**src/verilog/tco_regs.vh**
```
`ifndef TCO_REGS_VH
`define TCO_REGS_VH

// ----------------------------------------------------------------
// Register indices (byte address is four times the index)
// ----------------------------------------------------------------
`define TCO_IDX_A_CMPB_LO 10'h09A
`define TCO_IDX_A_CMPB_HI 10'h09B
`define TCO_IDX_B_CTRL_A 10'h0A0
`define TCO_IDX_B_CTRL_B 10'h0A1
`define TCO_IDX_B_CMPA_LO 10'h0A8
`define TCO_IDX_B_CMPA_HI 10'h0A9
`define TCO_IDX_B_CMPB_LO 10'h0AA
`define TCO_IDX_B_CMPB_HI 10'h0AB
`define TCO_IDX_A_MODE 10'h0AC
`define TCO_IDX_IRQ_STATUS 10'h0AD
`define TCO_IDX_IRQ_MASK 10'h0AE

// ----------------------------------------------------------------
// Field positions
// ----------------------------------------------------------------
`define TCO_CHA_MODE_HI 7
`define TCO_CHA_MODE_LO 6
`define TCO_CHB_MODE_HI 5
`define TCO_CHB_MODE_LO 4
`define TCO_WAVE_LOW_HI 1
`define TCO_WAVE_LOW_LO 0
`define TCO_WAVE_UP_HI 4
`define TCO_WAVE_UP_LO 3
`define TCO_IRQ_A_CMPB 0
`define TCO_IRQ_B_CMPA 1
`define TCO_IRQ_B_CMPB 2

// ----------------------------------------------------------------
// Reset values and codes
// ----------------------------------------------------------------
`define TCO_RST_BYTE 8'h00
`define TCO_RST_WORD 16'h0000
`define TCO_RST_IRQ 3'h0
`define TCO_RESP_OKAY 2'h0
`define TCO_RESP_SLVERR 2'h2
`define TCO_MODE_OFF 2'h0
`define TCO_MODE_TOGGLE 2'h1
`define TCO_MODE_CLEAR 2'h2
`define TCO_MODE_SET 2'h3

`endif

```
**src/verilog/tco_ctrl.v**
```verilog
// Function
// - Timer A channel B compare value is matched against its counter.
// - Both compare bytes update together via shared high-byte temp.
// - Control A: chan A mode 7:6, chan B mode 5:4, wave 1:0.
// - Nonzero mode field lets compare output override port function, except PWM mode 01 where toggle is unavailable.
// - Pin driver enabled only when port direction bit is set.
// - Channel B outputs also need port D bit 2 unless modulated.
// - Non-PWM: off, toggle, clear, set on compare match.
// - Fast PWM: 10 non-inverting, 11 inverting with BOTTOM action.
// - Fast PWM mode 01: toggle A only in waveform modes 14, 15.
// - Fast PWM match at TOP ignored when upper mode bit set.
// - Phase PWM mode 01: toggle A only in waveform modes 9, 11.
// - Phase PWM: action depends on counting direction at match.
// - Four-bit waveform mode picks sequence, TOP and waveform; here it picks the waveform only, TOP and count direction are inputs.
// - Upper waveform bits sit in control B bits 4 and 3.
//
// The AXI4-Lite interface to the registers was decided locally.
`timescale 1ns/1ns
`include "tco_regs.vh"

module tco_ctrl (
  input wire clk_in,
  input wire nrst_in,
  input wire [11:0] s_axi_awaddr_in,
  input wire s_axi_awvalid_in,
  output reg s_axi_awready_out,
  input wire [31:0] s_axi_wdata_in,
  input wire [3:0] s_axi_wstrb_in,
  input wire s_axi_wvalid_in,
  output reg s_axi_wready_out,
  output reg [1:0] s_axi_bresp_out,
  output reg s_axi_bvalid_out,
  input wire s_axi_bready_in,
  input wire [11:0] s_axi_araddr_in,
  input wire s_axi_arvalid_in,
  output reg s_axi_arready_out,
  output reg [31:0] s_axi_rdata_out,
  output reg [1:0] s_axi_rresp_out,
  output reg s_axi_rvalid_out,
  input wire s_axi_rready_in,
  input wire timer_a_tick_in,
  input wire [15:0] timer_a_counter_in,
  input wire timer_b_tick_in,
  input wire [15:0] timer_b_counter_in,
  input wire [15:0] timer_b_top_in,
  input wire timer_b_count_up_in,
  input wire port_dir_b_out_a_in,
  input wire port_dir_b_out_b_in,
  input wire port_dir_a_out_b_in,
  input wire port_d_bit2_output_in,
  input wire modulator_in_use_in,
  output reg timer_b_out_a_out,
  output reg timer_b_out_a_override_out,
  output reg timer_b_out_a_oe_out,
  output reg timer_b_out_b_out,
  output reg timer_b_out_b_override_out,
  output reg timer_b_out_b_oe_out,
  output reg timer_a_out_b_out,
  output reg timer_a_out_b_override_out,
  output reg timer_a_out_b_oe_out,
  output reg irq_out
);

  // ----------------------------------------------------------------
  // Register state
  // ----------------------------------------------------------------
  reg [7:0] timer_b_control_a;
  reg [7:0] timer_b_control_b;
  reg [7:0] high_byte_temp;
  reg [15:0] timer_a_compare_b_value;
  reg [15:0] timer_b_compare_a_value;
  reg [15:0] timer_b_compare_b_value;
  reg [1:0] timer_a_b_mode;
  reg [2:0] irq_status;
  reg [2:0] irq_mask;

  // ----------------------------------------------------------------
  // AXI4-Lite write path
  // ----------------------------------------------------------------
  reg aw_full;
  reg w_full;
  reg [9:0] wr_idx;
  reg [7:0] wr_data;
  reg wr_lane0;
  wire wr_en;
  reg wr_hit;

  assign wr_en = aw_full & w_full & ~s_axi_bvalid_out;

  always @* begin
    if (wr_idx == `TCO_IDX_A_CMPB_LO) begin
      wr_hit = 1'b1;
    end else if (wr_idx == `TCO_IDX_A_CMPB_HI) begin
      wr_hit = 1'b1;
    end else if (wr_idx == `TCO_IDX_B_CTRL_A) begin
      wr_hit = 1'b1;
    end else if (wr_idx == `TCO_IDX_B_CTRL_B) begin
      wr_hit = 1'b1;
    end else if (wr_idx == `TCO_IDX_B_CMPA_LO) begin
      wr_hit = 1'b1;
    end else if (wr_idx == `TCO_IDX_B_CMPA_HI) begin
      wr_hit = 1'b1;
    end else if (wr_idx == `TCO_IDX_B_CMPB_LO) begin
      wr_hit = 1'b1;
    end else if (wr_idx == `TCO_IDX_B_CMPB_HI) begin
      wr_hit = 1'b1;
    end else if (wr_idx == `TCO_IDX_A_MODE) begin
      wr_hit = 1'b1;
    end else if (wr_idx == `TCO_IDX_IRQ_STATUS) begin
      wr_hit = 1'b1;
    end else if (wr_idx == `TCO_IDX_IRQ_MASK) begin
      wr_hit = 1'b1;
    end else begin
      wr_hit = 1'b0;
    end
  end

  always @(posedge clk_in or negedge nrst_in) begin
    if (!nrst_in) begin
      aw_full <= 1'b0;
      w_full <= 1'b0;
      wr_idx <= 10'h000;
      wr_data <= `TCO_RST_BYTE;
      wr_lane0 <= 1'b0;
      s_axi_awready_out <= 1'b1;
      s_axi_wready_out <= 1'b1;
      s_axi_bvalid_out <= 1'b0;
      s_axi_bresp_out <= `TCO_RESP_OKAY;
    end else begin
      if (s_axi_awvalid_in && s_axi_awready_out) begin
        aw_full <= 1'b1;
        wr_idx <= s_axi_awaddr_in[11:2];
        s_axi_awready_out <= 1'b0;
      end
      if (s_axi_wvalid_in && s_axi_wready_out) begin
        w_full <= 1'b1;
        wr_data <= s_axi_wdata_in[7:0];
        wr_lane0 <= s_axi_wstrb_in[0];
        s_axi_wready_out <= 1'b0;
      end
      if (wr_en) begin
        s_axi_bvalid_out <= 1'b1;
        s_axi_bresp_out <= wr_hit ? `TCO_RESP_OKAY : `TCO_RESP_SLVERR;
      end
      if (s_axi_bvalid_out && s_axi_bready_in) begin
        s_axi_bvalid_out <= 1'b0;
        aw_full <= 1'b0;
        w_full <= 1'b0;
        s_axi_awready_out <= 1'b1;
        s_axi_wready_out <= 1'b1;
      end
    end
  end

  // ----------------------------------------------------------------
  // Compare match detection
  // ----------------------------------------------------------------
  wire a_match;
  wire [1:0] b_match;
  wire [2:0] irq_events;
  wire wr_do;

  assign wr_do = wr_en & wr_lane0;
  assign a_match = timer_a_tick_in &
    (timer_a_counter_in == timer_a_compare_b_value);
  assign b_match[0] = timer_b_tick_in &
    (timer_b_counter_in == timer_b_compare_a_value);
  assign b_match[1] = timer_b_tick_in &
    (timer_b_counter_in == timer_b_compare_b_value);
  assign irq_events = {b_match[1], b_match[0], a_match};

  // ----------------------------------------------------------------
  // Register writes
  // ----------------------------------------------------------------
  // High byte only lands in the temp; the low byte write commits both
  // halves in one edge, so the comparator never sees a torn value.
  always @(posedge clk_in or negedge nrst_in) begin
    if (!nrst_in) begin
      timer_b_control_a <= `TCO_RST_BYTE;
      timer_b_control_b <= `TCO_RST_BYTE;
      high_byte_temp <= `TCO_RST_BYTE;
      timer_a_compare_b_value <= `TCO_RST_WORD;
      timer_b_compare_a_value <= `TCO_RST_WORD;
      timer_b_compare_b_value <= `TCO_RST_WORD;
      timer_a_b_mode <= `TCO_MODE_OFF;
      irq_mask <= `TCO_RST_IRQ;
    end else if (wr_do) begin
      if (wr_idx == `TCO_IDX_B_CTRL_A) begin
        timer_b_control_a <= wr_data & 8'hF3;
      end else if (wr_idx == `TCO_IDX_B_CTRL_B) begin
        timer_b_control_b <= wr_data;
      end else if (wr_idx == `TCO_IDX_A_CMPB_HI ||
                   wr_idx == `TCO_IDX_B_CMPA_HI ||
                   wr_idx == `TCO_IDX_B_CMPB_HI) begin
        high_byte_temp <= wr_data;
      end else if (wr_idx == `TCO_IDX_A_CMPB_LO) begin
        timer_a_compare_b_value <= {high_byte_temp, wr_data};
      end else if (wr_idx == `TCO_IDX_B_CMPA_LO) begin
        timer_b_compare_a_value <= {high_byte_temp, wr_data};
      end else if (wr_idx == `TCO_IDX_B_CMPB_LO) begin
        timer_b_compare_b_value <= {high_byte_temp, wr_data};
      end else if (wr_idx == `TCO_IDX_A_MODE) begin
        timer_a_b_mode <= wr_data[1:0];
      end else if (wr_idx == `TCO_IDX_IRQ_MASK) begin
        irq_mask <= wr_data[2:0];
      end
    end
  end

  // Set wins over a write-one clear in the same cycle
  always @(posedge clk_in or negedge nrst_in) begin
    if (!nrst_in) begin
      irq_status <= `TCO_RST_IRQ;
      irq_out <= 1'b0;
    end else begin
      if (wr_do && wr_idx == `TCO_IDX_IRQ_STATUS) begin
        irq_status <= (irq_status & ~wr_data[2:0]) | irq_events;
      end else begin
        irq_status <= irq_status | irq_events;
      end
      irq_out <= |(irq_status & irq_mask);
    end
  end

  // ----------------------------------------------------------------
  // AXI4-Lite read path
  // ----------------------------------------------------------------
  reg [7:0] rd_byte;
  reg rd_hit;
  wire [9:0] rd_idx;

  assign rd_idx = s_axi_araddr_in[11:2];

  always @* begin
    rd_hit = 1'b1;
    if (rd_idx == `TCO_IDX_A_CMPB_LO) begin
      rd_byte = timer_a_compare_b_value[7:0];
    end else if (rd_idx == `TCO_IDX_A_CMPB_HI) begin
      rd_byte = timer_a_compare_b_value[15:8];
    end else if (rd_idx == `TCO_IDX_B_CTRL_A) begin
      rd_byte = timer_b_control_a;
    end else if (rd_idx == `TCO_IDX_B_CTRL_B) begin
      rd_byte = timer_b_control_b;
    end else if (rd_idx == `TCO_IDX_B_CMPA_LO) begin
      rd_byte = timer_b_compare_a_value[7:0];
    end else if (rd_idx == `TCO_IDX_B_CMPA_HI) begin
      rd_byte = timer_b_compare_a_value[15:8];
    end else if (rd_idx == `TCO_IDX_B_CMPB_LO) begin
      rd_byte = timer_b_compare_b_value[7:0];
    end else if (rd_idx == `TCO_IDX_B_CMPB_HI) begin
      rd_byte = timer_b_compare_b_value[15:8];
    end else if (rd_idx == `TCO_IDX_A_MODE) begin
      rd_byte = {6'h00, timer_a_b_mode};
    end else if (rd_idx == `TCO_IDX_IRQ_STATUS) begin
      rd_byte = {5'h00, irq_status};
    end else if (rd_idx == `TCO_IDX_IRQ_MASK) begin
      rd_byte = {5'h00, irq_mask};
    end else begin
      rd_byte = 8'h00;
      rd_hit = 1'b0;
    end
  end

  always @(posedge clk_in or negedge nrst_in) begin
    if (!nrst_in) begin
      s_axi_arready_out <= 1'b1;
      s_axi_rvalid_out <= 1'b0;
      s_axi_rdata_out <= 32'h00000000;
      s_axi_rresp_out <= `TCO_RESP_OKAY;
    end else if (s_axi_arvalid_in && s_axi_arready_out) begin
      s_axi_arready_out <= 1'b0;
      s_axi_rvalid_out <= 1'b1;
      s_axi_rdata_out <= {24'h000000, rd_byte};
      s_axi_rresp_out <= rd_hit ? `TCO_RESP_OKAY : `TCO_RESP_SLVERR;
    end else if (s_axi_rvalid_out && s_axi_rready_in) begin
      s_axi_rvalid_out <= 1'b0;
      s_axi_arready_out <= 1'b1;
    end
  end

  // ----------------------------------------------------------------
  // Waveform mode decode
  // ----------------------------------------------------------------
  wire [3:0] waveform_mode;
  wire fast_pwm;
  wire phase_pwm;
  wire toggle_ok_fast;
  wire toggle_ok_phase;
  wire [15:0] b_cmp [0:1];
  wire [1:0] b_mode [0:1];
  wire [1:0] b_dir;
  wire [1:0] b_state;
  wire [1:0] b_conn;

  assign waveform_mode = {timer_b_control_b[`TCO_WAVE_UP_HI:
    `TCO_WAVE_UP_LO], timer_b_control_a[`TCO_WAVE_LOW_HI:
    `TCO_WAVE_LOW_LO]};
  assign fast_pwm = (waveform_mode == 4'h5) | (waveform_mode == 4'h6) |
    (waveform_mode == 4'h7) | (waveform_mode == 4'hE) |
    (waveform_mode == 4'hF);
  assign phase_pwm = (waveform_mode != 4'h0) & (waveform_mode < 4'h4) |
    (waveform_mode[3:2] == 2'h2);
  assign toggle_ok_fast = (waveform_mode == 4'hE) |
    (waveform_mode == 4'hF);
  assign toggle_ok_phase = (waveform_mode == 4'h9) |
    (waveform_mode == 4'hB);
  assign b_cmp[0] = timer_b_compare_a_value;
  assign b_cmp[1] = timer_b_compare_b_value;
  assign b_mode[0] = timer_b_control_a[`TCO_CHA_MODE_HI:
    `TCO_CHA_MODE_LO];
  assign b_mode[1] = timer_b_control_a[`TCO_CHB_MODE_HI:
    `TCO_CHB_MODE_LO];
  assign b_dir = {port_dir_b_out_b_in, port_dir_b_out_a_in};

  // ----------------------------------------------------------------
  // Timer B compare output units, one per channel
  // ----------------------------------------------------------------
  genvar ch;
  generate
    for (ch = 0; ch < 2; ch = ch + 1) begin : g_chan
      reg oc_state;
      reg conn;
      reg next_oc;
      wire at_bottom;
      wire toggle_ok;

      assign at_bottom = timer_b_tick_in & (timer_b_counter_in == 16'h0000);
      // In PWM modes, mode 01 toggle exists for channel A only
      assign toggle_ok = (ch == 0) &
        (fast_pwm ? toggle_ok_fast : toggle_ok_phase);
      assign b_state[ch] = oc_state;
      assign b_conn[ch] = conn;

      always @* begin
        next_oc = oc_state;
        conn = (b_mode[ch] != `TCO_MODE_OFF);
        if (fast_pwm) begin
          if (b_mode[ch] == `TCO_MODE_TOGGLE) begin
            conn = toggle_ok;
            if (toggle_ok && b_match[ch]) begin
              next_oc = ~oc_state;
            end
          end else if (b_mode[ch][1]) begin
            if (at_bottom) begin
              next_oc = ~b_mode[ch][0];
            end
            if (b_match[ch] && b_cmp[ch] != timer_b_top_in) begin
              next_oc = b_mode[ch][0];
            end
          end
        end else if (phase_pwm) begin
          if (b_mode[ch] == `TCO_MODE_TOGGLE) begin
            conn = toggle_ok;
            if (toggle_ok && b_match[ch]) begin
              next_oc = ~oc_state;
            end
          end else if (b_mode[ch][1] && b_match[ch]) begin
            next_oc = b_mode[ch][0] ~^ timer_b_count_up_in;
          end
        end else if (b_match[ch]) begin
          if (b_mode[ch] == `TCO_MODE_TOGGLE) begin
            next_oc = ~oc_state;
          end else if (b_mode[ch][1]) begin
            next_oc = b_mode[ch][0];
          end
        end
      end

      // Held while disconnected so reconnecting resumes the level
      always @(posedge clk_in or negedge nrst_in) begin
        if (!nrst_in) begin
          oc_state <= 1'b0;
        end else begin
          oc_state <= next_oc;
        end
      end
    end
  endgenerate

  // ----------------------------------------------------------------
  // Timer A channel B output, non-PWM only
  // ----------------------------------------------------------------
  reg a_state;
  wire a_conn;

  assign a_conn = (timer_a_b_mode != `TCO_MODE_OFF);

  always @(posedge clk_in or negedge nrst_in) begin
    if (!nrst_in) begin
      a_state <= 1'b0;
    end else if (a_match) begin
      if (timer_a_b_mode == `TCO_MODE_TOGGLE) begin
        a_state <= ~a_state;
      end else if (timer_a_b_mode[1]) begin
        a_state <= timer_a_b_mode[0];
      end
    end
  end

  // ----------------------------------------------------------------
  // Pin outputs
  // ----------------------------------------------------------------
  wire b_gate;

  // Channel B pins share port D bit 2 as an extra enable
  assign b_gate = modulator_in_use_in | port_d_bit2_output_in;

  always @(posedge clk_in or negedge nrst_in) begin
    if (!nrst_in) begin
      timer_b_out_a_out <= 1'b0;
      timer_b_out_a_override_out <= 1'b0;
      timer_b_out_a_oe_out <= 1'b0;
      timer_b_out_b_out <= 1'b0;
      timer_b_out_b_override_out <= 1'b0;
      timer_b_out_b_oe_out <= 1'b0;
      timer_a_out_b_out <= 1'b0;
      timer_a_out_b_override_out <= 1'b0;
      timer_a_out_b_oe_out <= 1'b0;
    end else begin
      timer_b_out_a_out <= b_state[0];
      timer_b_out_a_override_out <= b_conn[0];
      timer_b_out_a_oe_out <= b_conn[0] & b_dir[0];
      timer_b_out_b_out <= b_state[1];
      timer_b_out_b_override_out <= b_conn[1];
      timer_b_out_b_oe_out <= b_conn[1] & b_dir[1] & b_gate;
      timer_a_out_b_out <= a_state;
      timer_a_out_b_override_out <= a_conn;
      timer_a_out_b_oe_out <= a_conn & port_dir_a_out_b_in &
        b_gate;
    end
  end

endmodule // tco_ctrl

```
**config.mk**
```make
export PLATFORM = sky130hd
export DESIGN_NAME = tco_ctrl
export DESIGN_NICKNAME = d
export VERILOG_FILES = /design/src/verilog/tco_ctrl.v
export VERILOG_INCLUDE_DIRS = /design/src /design/src/verilog
export SDC_FILE = /design/constraint.sdc
export NUM_CORES = 1
export LEC_CHECK = 0
export ABC_AREA = 1
export ABC_CLOCK_PERIOD_IN_PS = 1600
export BUFFER_PORTS_ARGS = -buffer_cell sky130_fd_sc_hd__buf_4
export CORE_MARGIN = 2
export CORE_UTILIZATION = 38
export CTS_CLUSTER_DIAMETER = 30
export DETAILED_ROUTE_END_ITERATION = 10
export PLACE_DENSITY_LB_ADDON = 0.3
export SLEW_MARGIN = 25
export SYNTH_ARGS = -nofsm -noshare
export SYNTH_HDL_FRONTEND = slang
export SYNTH_SLANG_ARGS = --single-unit
```
**constraint.sdc**
```tcl
create_clock -name clk_in -period 1.6 [get_ports clk_in]
set_clock_uncertainty 0.05 [all_clocks]
set_input_delay 0.32 -clock clk_in [delete_from_list [all_inputs] [get_ports clk_in]]
set_output_delay 0.32 -clock clk_in [all_outputs]
set_load 0.005 [all_outputs]
```
Word-level counts from Yosys, hierarchy flattened
Cells that the tools add are included.
{"block": "word_totals", "register_bits": 129, "in_bits": 123, "out_inout_bits": 51, "wordCells": 244}
{"block": "op_classes", "order_cmp": 1, "n_eq_ne": 48, "mux": 82, "bitwise": 41, "n_reduce_logical": 37}
{"op": "10-bit by 8-bit == test with 1-bit output, second input constant", "n": 22}
{"op": "1-bit two-way mux", "n": 68}
{"op": "8-bit two-way mux", "n": 8}
{"op": "16-bit == test", "n": 3}
{"op": "16-bit inequality test", "n": 2}
{"op": "4-bit == test, second input constant", "n": 4}
{"op": "16-bit logical NOT", "n": 1}
{"op": "2-bit nonzero test", "n": 8}
{"op": "7-bit AND reduction", "n": 2}
{"op": "1-bit AND", "n": 13}
{"op": "1-bit inverter", "n": 13}
{"op": "4-bit by 3-bit == test with 1-bit output, second input constant", "n": 3}
{"op": "3-bit two-way mux", "n": 4}
{"op": "4-bit by 2-bit inequality test with 1-bit output, second input constant", "n": 3}
{"op": "1-bit logical AND", "n": 11}
{"op": "5-bit AND reduction", "n": 2}
{"op": "9-bit AND reduction", "n": 1}
{"op": "1-bit OR", "n": 8}
{"op": "8-bit AND reduction", "n": 1}
{"op": "3-bit AND", "n": 2}
{"op": "2-bit by 1-bit == test with 1-bit output, second input constant", "n": 3}
{"op": "2-bit inequality test, second input constant", "n": 3}
{"op": "3-bit by 2-bit inequality test with 1-bit output, second input constant", "n": 2}
{"op": "3-bit OR", "n": 2}
{"op": "15 further kinds", "n": 20}

Logic depth before layout (Yosys ltp)
Gate-level depths: netlist of run 1.
{"block": "logic_depth", "word_depth": 13, "mapped_depth": 16, "depth_no_buf": 16}

Worst setup path before layout of run 1
OpenSTA, ideal clock, no wires.
{"block": "synth_timing", "path_kind": "register to register", "startpoint": "register wr_idx[7]", "endpoint": "register timer_b_compare_b_value[7]", "setup_ns": 0.122, "arrival_ns": 1.439, "required_ns": 1.428, "slack_ns": -0.011, "stages_incl_launch_ff": 12, "path_buffers": 1, "period_less_slack_ns": 1.611, "path_cell_list": "dfrtp_1 inv_1 nor2_2 nand3_2 nor2_4 nand3_2 nand2_2 nor3_4 nand2_4 buf_6 nand2_1 o21ai_2"}
{"block": "synth_via", "elab_chain_len": 5, "elab_cells_between_ends": 16, "classes_between": "8 x eq/ne; 5 x bitwise; 3 x reduce/logical"}
{"element": "from (decl)", "line": "tco_ctrl.v:82", "text": "reg [9:0] wr_idx;"}
{"element": "from (signal assigned)", "line": "tco_ctrl.v:132", "text": "wr_idx <= s_axi_awaddr_in[11:2];"}
{"element": "10-bit by 8-bit == test with 1-bit output (no line)"}
{"element": "1-bit logical OR (no line) (2 in series)"}
{"element": "1-bit inverter (no line)"}
{"element": "7-bit AND reduction (no line) *"}
{"element": "to (signal assigned)", "line": "tco_ctrl.v:184", "text": "timer_b_compare_b_value <= `TCO_RST_WORD;"}
{"element": "to (signal assigned)", "line": "tco_ctrl.v:201", "text": "timer_b_compare_b_value <= {high_byte_temp, wr_data};"}
{"element": "to (decl)", "line": "tco_ctrl.v:72", "text": "reg [15:0] timer_b_compare_b_value;"}
Every way passes the cells marked *; elsewhere a longest branch is shown, timed or not.
A chain may end at the register's enable or synchronous reset.

Worst setup path after layout of run 1
{"block": "layout_timing", "startpoint": "register timer_b_compare_a_value[7]", "endpoint": "register g_chan[0].oc_state"}
{"block": "layout_via", "elab_chain_len": 7, "elab_cells_between_ends": 18, "classes_between": "5 x eq/ne; 7 x mux; 1 x bitwise; 5 x reduce/logical"}
{"element": "from (decl)", "line": "tco_ctrl.v:71", "text": "reg [15:0] timer_b_compare_a_value;"}
{"element": "from (signal assigned)", "line": "tco_ctrl.v:183", "text": "timer_b_compare_a_value <= `TCO_RST_WORD;"}
{"element": "from (signal assigned)", "line": "tco_ctrl.v:199", "text": "timer_b_compare_a_value <= {high_byte_temp, wr_data};"}
{"element": "16-bit == test", "line": "tco_ctrl.v:167", "text": "(timer_b_counter_in == timer_b_compare_a_value);"}
{"element": "1-bit AND", "line": "tco_ctrl.v:166", "text": "assign b_match[0] = timer_b_tick_in &"}
{"element": "1-bit logical AND (on tied branches)", "line": "tco_ctrl.v:340, tco_ctrl.v:354, tco_ctrl.v:347"}
{"element": "1-bit two-way mux (on tied branches) (3 in series)"}
{"element": "1-bit two-way mux", "line": "tco_ctrl.v:337", "text": "if (fast_pwm) begin"}
{"element": "to (signal assigned)", "line": "tco_ctrl.v:374", "text": "oc_state <= next_oc;"}
{"element": "to (decl)", "line": "tco_ctrl.v:321", "text": "reg oc_state;"}
Several ways; a longest one is shown, not always the timed one. The select of a mux whose other input is x is not followed.

==> results by group, run 1 <==
Synthesis
  – Mapped Cells: around 1100
  – Post-Syn Area: 8010 um^2
  – Synthesized area per cell: around 7.3 um^2
  – Sequential share of the synthesized area: approximately two fifths
  – Main area contributors after synthesis: dfrtp_1 39%, nand2_1 16%, inv_1 6.6%
  – Warnings from Yosys: 0
  – Number of library cell types mapped by synthesis: around 50
  – Top cell type by total area after synthesis: dfrtp_1
  – Number of synthesized flops with an enable pin: 0
  – Synth top area share: 38.7%
  – Yosys reg bits: ~130
  – Ys async rst share: 100%
  – Top FF cell, synth: dfrtp_1

Clocking
  – Num CTS Buffers: 17
  – Depth of the CTS H-tree: 4
  – Clk_lat worst skew: ~0.43 ns
  – Clock root buffer: clkbuf_16
  – # clock sinks: about 130
  – Clock-pin slew on the worst setup and hold paths: 0.06 ns
  – Max clock buf depth: 2
  – CTS tree: built

STA
  – Worst slew margin: about three fifths
  – Final slew viol count: 0
  – Final period util: 118%
  – PnR worst setup slack: -0.292 ns
  – Hold WS: just over 0.03 ns
  – Worst-Margin Slew: 0.598 ns
  – Final setup TNS: -12.69 ns
  – Final setup fails: 79
  – RSZ-0062 raised after global routing: true
  – Max Freq: between 500 and 600 MHz
  – Final min period: between 1.5 and 2 ns
  – Final hold vios: 0

Floorplan
  – Width of the die: ~150 um
  – # rows: 53
  – Die Footprint: 22300 um^2
  – IO Count: 174
  – Starting Density: between 30% and 40%
  – Die Ht: around 150 um
  – Core Area: between 20000 and 25000 um^2

Drt
  – ANT nets after route: 0
  – Remaining DRCs: 0
  – DR WL/cell: between 15 and 20 um
  – Initial DRC Count: between 600 and 700
  – Drt total wl: between 20000 and 30000 um
  – Vias: about 8600
  – Vias per cell: around 4.9
  – TritonRoute pass-1 iters: 5

Setup path
  – CP required: approximately 1.9 ns
  – Worst stage delay on the critical path: between 0.4 and 0.5 ns
  – FF-to-FF setup slack: -0.29 ns
  – Endpoint class of the critical path: flip-flop
  – Crit start category: flip-flop
  – Critical path class: flip-flop to flip-flop
  – Slowest stage cell, crit path: dfrtp_1
  – Crit-path most repeated cell: nand2_1
  – Crit path arrival time: ~2.2 ns
  – Critical-path cell list: buf_4 -> xor2_1 -> nor2_1 -> nand2_1 -> nor2_2 -> nand2_2 -> buf_4 -> nand2_1 -> nand2_1 -> nand2_1 -> nand2_1 -> nand2_1 -> nand3_1 -> nand2_1 -> inv_1
  – Max Fanout on Critical Path: 3

Place
  – Post-DP Area: about 10000 um^2
  – Total placed cells including tap cells: between 1500 and 2000
  – Hpwl dp: approximately 21000 um
  – PortBufs: around 120
  – GPL Wtd Cong: 0.960

Finish
  – Final Cell Area: 12500 um^2
  – Antenna diodes: 0
  – Commonest non-fill, non-tap cell in the layout: buf_4
  – Fill cell count: 1849
  – Commonest non-fill, non-tap cells in the layout: 304 x buf_4, 262 x nand2_1, 130 x inv_1
  – Area Growth Syn to Fin: 56.4%
  – Share of cells above drive strength 1: 43.2%
  – Non-Filler Instances: roughly 1700
  – Final net count: about 1600

Global route
  – Pin count of the biggest net entering global routing: 31
  – First-pass GRT wire length: between 40000 and 50000 um
  – Met1 GRT Util: about a third
  – Grt peak-use layer: met2
  – Initial antenna violation count: 0
  – Vias in the first global route: about 8300
  – GR met2 Demand/Resource: ~44%
  – Met3 Usage GRT: under 10%
  – All-Layer GR Usage: approximately a quarter
  – GRT Residual Overflow: 0

Power
  – Worst IR Drop VDD: 734 uV
  – Net Sw Frac: between 30% and 40%
  – Comb pwr share: between 20% and 30%
  – Flop pwr share: roughly 35%
  – Internal power: about 7600 uW
  – Overall power: between 10000 and 15000 uW
  – Leakage: between 0.006 and 0.007 uW
  – Power per standard cell area: just under 900 nW/um^2
  – NetSw: between 3000 and 4000 uW
  – Clk network pwr share: 37.6%

Job
  – Maxcap violations: 0

Run status
  – Failing checks: setup timing
  – Status: finished, violations left

Min path
  – Tightest Hold Check Type: input port to flip-flop
==> power by group through the flow <==
stage	clock, uW	sequential [uW]	combinational (uW)
after floorplan	0	3890	1160
after global placement	0	3910	2430
after detailed placement	0	3930	2470
after CTS	4230	3930	2770
after global routing	4400	4010	3320
final	4210	3960	3030
==> metal layers <==
metal	part of all wire, %	wire [um]
met3	5.7	1680
met1	42	12400
met2	49	14400
met5	0	0
met4	2.3	680
==> what timing repair did <==
item | 4_1_cts | 5_1_grt
endpoints found under the hold margin | 22 | 0
buffers inserted | 18 | 20
gates cloned | 9 | 2
setup endpoints to repair | 83 | 86
pin swaps | 13 | 54
gates resized for setup | 110 | 184
hold buffers | 3 | 0
==> area by class of cell <==
class | count | area (um^2) | area share, %
clock inverter | 12 | 183 | 1.46
sequential | 127 | 3200 | 25.5
multi-input combinational | 793 | 4810 | 38.4
clock buffer | 20 | 457 | 3.65
timing repair buffer | 345 | 2940 | 23.5
tap | 275 | 344 | 2.75
inverter | 157 | 602 | 4.80
==> critical path: cells and delay by family, from the launching register on <==
kind | cells | cell delay, ns
DFF | 1 | 0.44
buffers and inverters | 3 | 0.35
xor gates and xnor gates | 1 | 0.16
and+or+nand+nor | 11 | 0.77
==> final timing paths <==
check                                           startpoint                 end  cells past startpoint
worst min register to register                     a_state   timer_a_out_b_out                      0
min in group asynchronous                          nrst_in   timer_b_out_a_out                      2
worst max-delay path            timer_b_compare_a_value[7]  g_chan[0].oc_state                     15
worst min-delay path                     s_axi_wstrb_in[0]            wr_lane0                      3
worst max register to register  timer_b_compare_a_value[7]  g_chan[0].oc_state                     15
max in group asynchronous                          nrst_in   s_axi_arready_out                      3
==> synth_stat cells (2+ instances only) <==
master    count
a211oi_1      3
a21oi_1      23
and2_1        2
buf_2         4
buf_4        26
buf_6         9
clkbuf_1      4
dfrtp_1     124
dfstp_2       3
inv_1       140
inv_2        15
nand2_1     334
nand2_2       6
nand2_4       5
nand3_1      39
nand3_2       7
nand4_1      30
nand4_2       3
nor2_1       90
nor2_2        7
nor2_4        6
nor2_8        2
nor3_1       17
nor3_4        2
nor3b_1       2
o211ai_1      6
o21a_1        2
o21ai_0      70
o21ai_1      22
o21ai_2      29
o22ai_1       4
or2_2         2
xnor2_1      10
xor2_1       28
==> through the flow <==
step / util (%) / setup slack (ns)
4_1_cts: 56.8 / -0.270
3_5_place_dp: 50.2 / -0.317
3_3_place_gp: 50.2 / -0.276
2_1_floorplan: - / -0.0115
6_report: 60.0 / -0.292
5_1_grt: 60.0 / -0.438
==> flip-flops by register name, summed over array words and instances, names as in the netlist, 3 cells and up <==
name / flops
timer_b_compare_a_value: 16
timer_a_compare_b_value: 16
s_axi_rdata_out: 8
irq_status: 3
timer_b_control_a: 6
wr_data: 8
high_byte_temp: 8
wr_idx: 10
irq_mask: 3
timer_b_control_b: 8
timer_b_compare_b_value: 16
==> logic make-up (layout without fill, tap and decap cells) <==
family / Yosys count / in the layout / share of synthesized area [%]
AND/OR/NAND/NOR: 561 / 563 / 32.1
buffers and inverters: 200 / 534 / 11.5
AO/OA/AOI/OAI: 166 / 166 / 12.4
flip-flops: 127 / 127 / 39.7
XOR/XNOR: 38 / 38 / 4.15
other: 1 / 26 / 0.0468
Power figures use the tool's default switching activity.
==> run 2, diff against run 1 <==
--- a/config.mk
+++ b/config.mk
@@ -10,7 +10,7 @@
 export ABC_CLOCK_PERIOD_IN_PS = 1600
 export BUFFER_PORTS_ARGS = -buffer_cell sky130_fd_sc_hd__buf_4
 export CORE_MARGIN = 2
-export CORE_UTILIZATION = 38
+export CORE_UTILIZATION = 40
 export CTS_CLUSTER_DIAMETER = 30
 export DETAILED_ROUTE_END_ITERATION = 10
 export PLACE_DENSITY_LB_ADDON = 0.3
==> results by group, run 2 (synthesis results as in run 1) <==
Run status
  – Failing checks: setup timing
  – Status: finished, violations left

Job
  – Maxcap violations: 0

Clocking
  – Max clock buf depth: 2
  – Clk_lat worst skew: 0.42 ns
  – Num CTS Buffers: 17
  – Depth of the CTS H-tree: 4
  – CTS tree: built
  – # clock sinks: about 130
  – Clock root buffer: clkbuf_16
  – Clock-pin slew on the worst setup and hold paths: 0.06 ns

Finish
  – Seq. cell area: 3200 um^2
  – Biggest regs: timer_a_compare_b_value x16, timer_b_compare_a_value x16, timer_b_compare_b_value x16
  – Multi-input gate area: roughly 4700 um^2
  – Commonest non-fill, non-tap cell in the layout: buf_4
  – Share of cells above drive strength 1: approximately two fifths
  – Fill cell count: 1673
  – Area Growth Syn to Fin: 52.6%
  – Final net count: roughly 1500
  – Commonest non-fill, non-tap cells in the layout: 291 x buf_4, 265 x nand2_1, 132 x inv_1
  – Antenna diodes: 0

Setup path
  – Worst stage delay on the critical path: 0.37 ns
  – Endpoint class of the critical path: flip-flop
  – CP delay by family, top: simple AND/OR/NAND/NOR gates
  – Slowest stage cell, crit path: dfrtp_1
  – Crit start category: flip-flop
  – Crit path buf inv count: 4
  – Critical path class: flip-flop to flip-flop
  – Critical-path cell list: inv_2 -> nor2_4 -> nand3_4 -> nor2_4 -> inv_2 -> nand2_2 -> nand4_4 -> nand2_4 -> nor3_4 -> buf_6 -> nand2_8 -> clkbuf_16 -> nand2_4 -> o21ai_2
  – Max Fanout on Critical Path: 8
  – Crit path arrival time: 2.17 ns
  – CP required: 1.85 ns

Drt
  – ANT nets after route: 0
  – Initial DRC Count: between 700 and 800
  – Drt total wl: roughly 29000 um
  – Vias: 8470
  – Remaining DRCs: 0
  – Vias per cell: approximately 5
  – DR WL/cell: between 15 and 20 um
  – TritonRoute pass-1 iters: 5

Global route
  – Pin count of the biggest net entering global routing: 45
  – All-Layer GR Usage: around 26%
  – GRT Residual Overflow: 0
  – Initial antenna violation count: 0
  – Vias in the first global route: 7576
  – First-pass GRT wire length: around 42000 um

Power
  – Overall power: between 10000 and 15000 uW
  – Worst IR Drop VDD: 772 uV
  – Power per standard cell area: a little over 900 nW/um^2
  – Leakage: about 0.0061 uW

STA
  – Final period util: 120%
  – Worst slew margin: a little under two thirds
  – Final setup TNS: -15.04 ns
  – Worst-Margin Slew: roughly 0.55 ns
  – Max Freq: between 500 and 600 MHz
  – RSZ-0062 raised after global routing: true
  – Final setup fails: 81
  – Final hold vios: 0
  – PnR worst setup slack: -0.323 ns
  – Final slew viol count: 0
  – Final min period: about 1.9 ns

Floorplan
  – IO Count: about 170
  – # rows: 51
  – Core Area: 19600 um^2
  – Die Footprint: 21200 um^2
  – Width of the die: roughly 150 um
  – Starting Density: just over 40%
  – Die Ht: approximately 150 um

Place
  – PortBufs: 116
  – GPL Wtd Cong: approximately 1.0
  – Hpwl dp: approximately 21000 um

Min path
  – Tightest Hold Check Type: input port to flip-flop
==> run 2: changes by cell type in the layout (fill, tap and decap cells not counted), sizes merged <==
cell,delta
buf,-25
clkinvlp,-3
clkbuf,+4
bufinv,+1
clkinv,+1
inv,+1
==> run 2: worst min-delay path: stages <==
cell and delay [ns]:
buf_4 0.07, nand2_1 0.04, nand2_1 0.04
==> run 2: area by class of cell <==
cell class	instances	share of cell area, %
timing repair buffer	324	22.1
sequential	127	26.2
clock inverter	12	1.69
clock buffer	20	3.65
tap	265	2.71
multi-input combinational	793	38.7
inverter	157	4.93
==> run 2: power breakdown <==
group          switching, uW  total [uW]  leakage, uW  internal, uW
logic                   1720        2880      0.00416          1160
registers                308        3940      0.00167          3630
clock network           1540        4370     0.000316          2820
==> run 2: per-layer routing <==
layer  GRT usage (%)  wire length (um)  vias up  share of wire [%]
met5               0                 0        -                  0
met1            35.1             12500     4000                 43
met4            9.85               890        0                3.0
met2            40.7             14000      323                 48
li1                -                 -     4092                  -
met3            4.14              1740       55                6.0
==> run 2: worst paths after layout <==
kind,start,to,slack (ns),depth (start not counted)
max in group asynchronous,nrst_in,timer_b_compare_b_value[13],0.59,3
hold / removal,s_axi_awaddr_in[10],wr_idx[8],0.04,3
setup reg to reg,wr_idx[7],timer_a_compare_b_value[6],-0.32,14
hold reg to reg,a_state,timer_a_out_b_out,0.34,0
setup / recovery,wr_idx[7],timer_a_compare_b_value[6],-0.32,14
min in group asynchronous,nrst_in,g_chan[0].oc_state,0.28,2
==> run 2: repair_timing <==
item / in CTS / in global routing
pin swaps: 8 / 31
gates cloned: 3 / 9
gates resized for setup: 79 / 181
setup endpoints to repair: 81 / 88
hold endpoints to repair: 17 / 0
buffers inserted: 12 / 10
hold buffers: 3 / 0
==> run 2: through the flow <==
stage	hold slack, ns	setup slack (ns)	area (um^2)	instances	util, %
floorplan	-0.0256	-0.0115	8110	1118	-
global placement	0.187	-0.353	10300	1629	52.8
detailed placement	0.186	-0.351	10300	1629	52.8
CTS	0.0267	-0.162	11400	1679	58.0
global route	0.0303	-0.435	12200	1698	62.4
finish	0.0388	-0.323	12200	1698	62.4
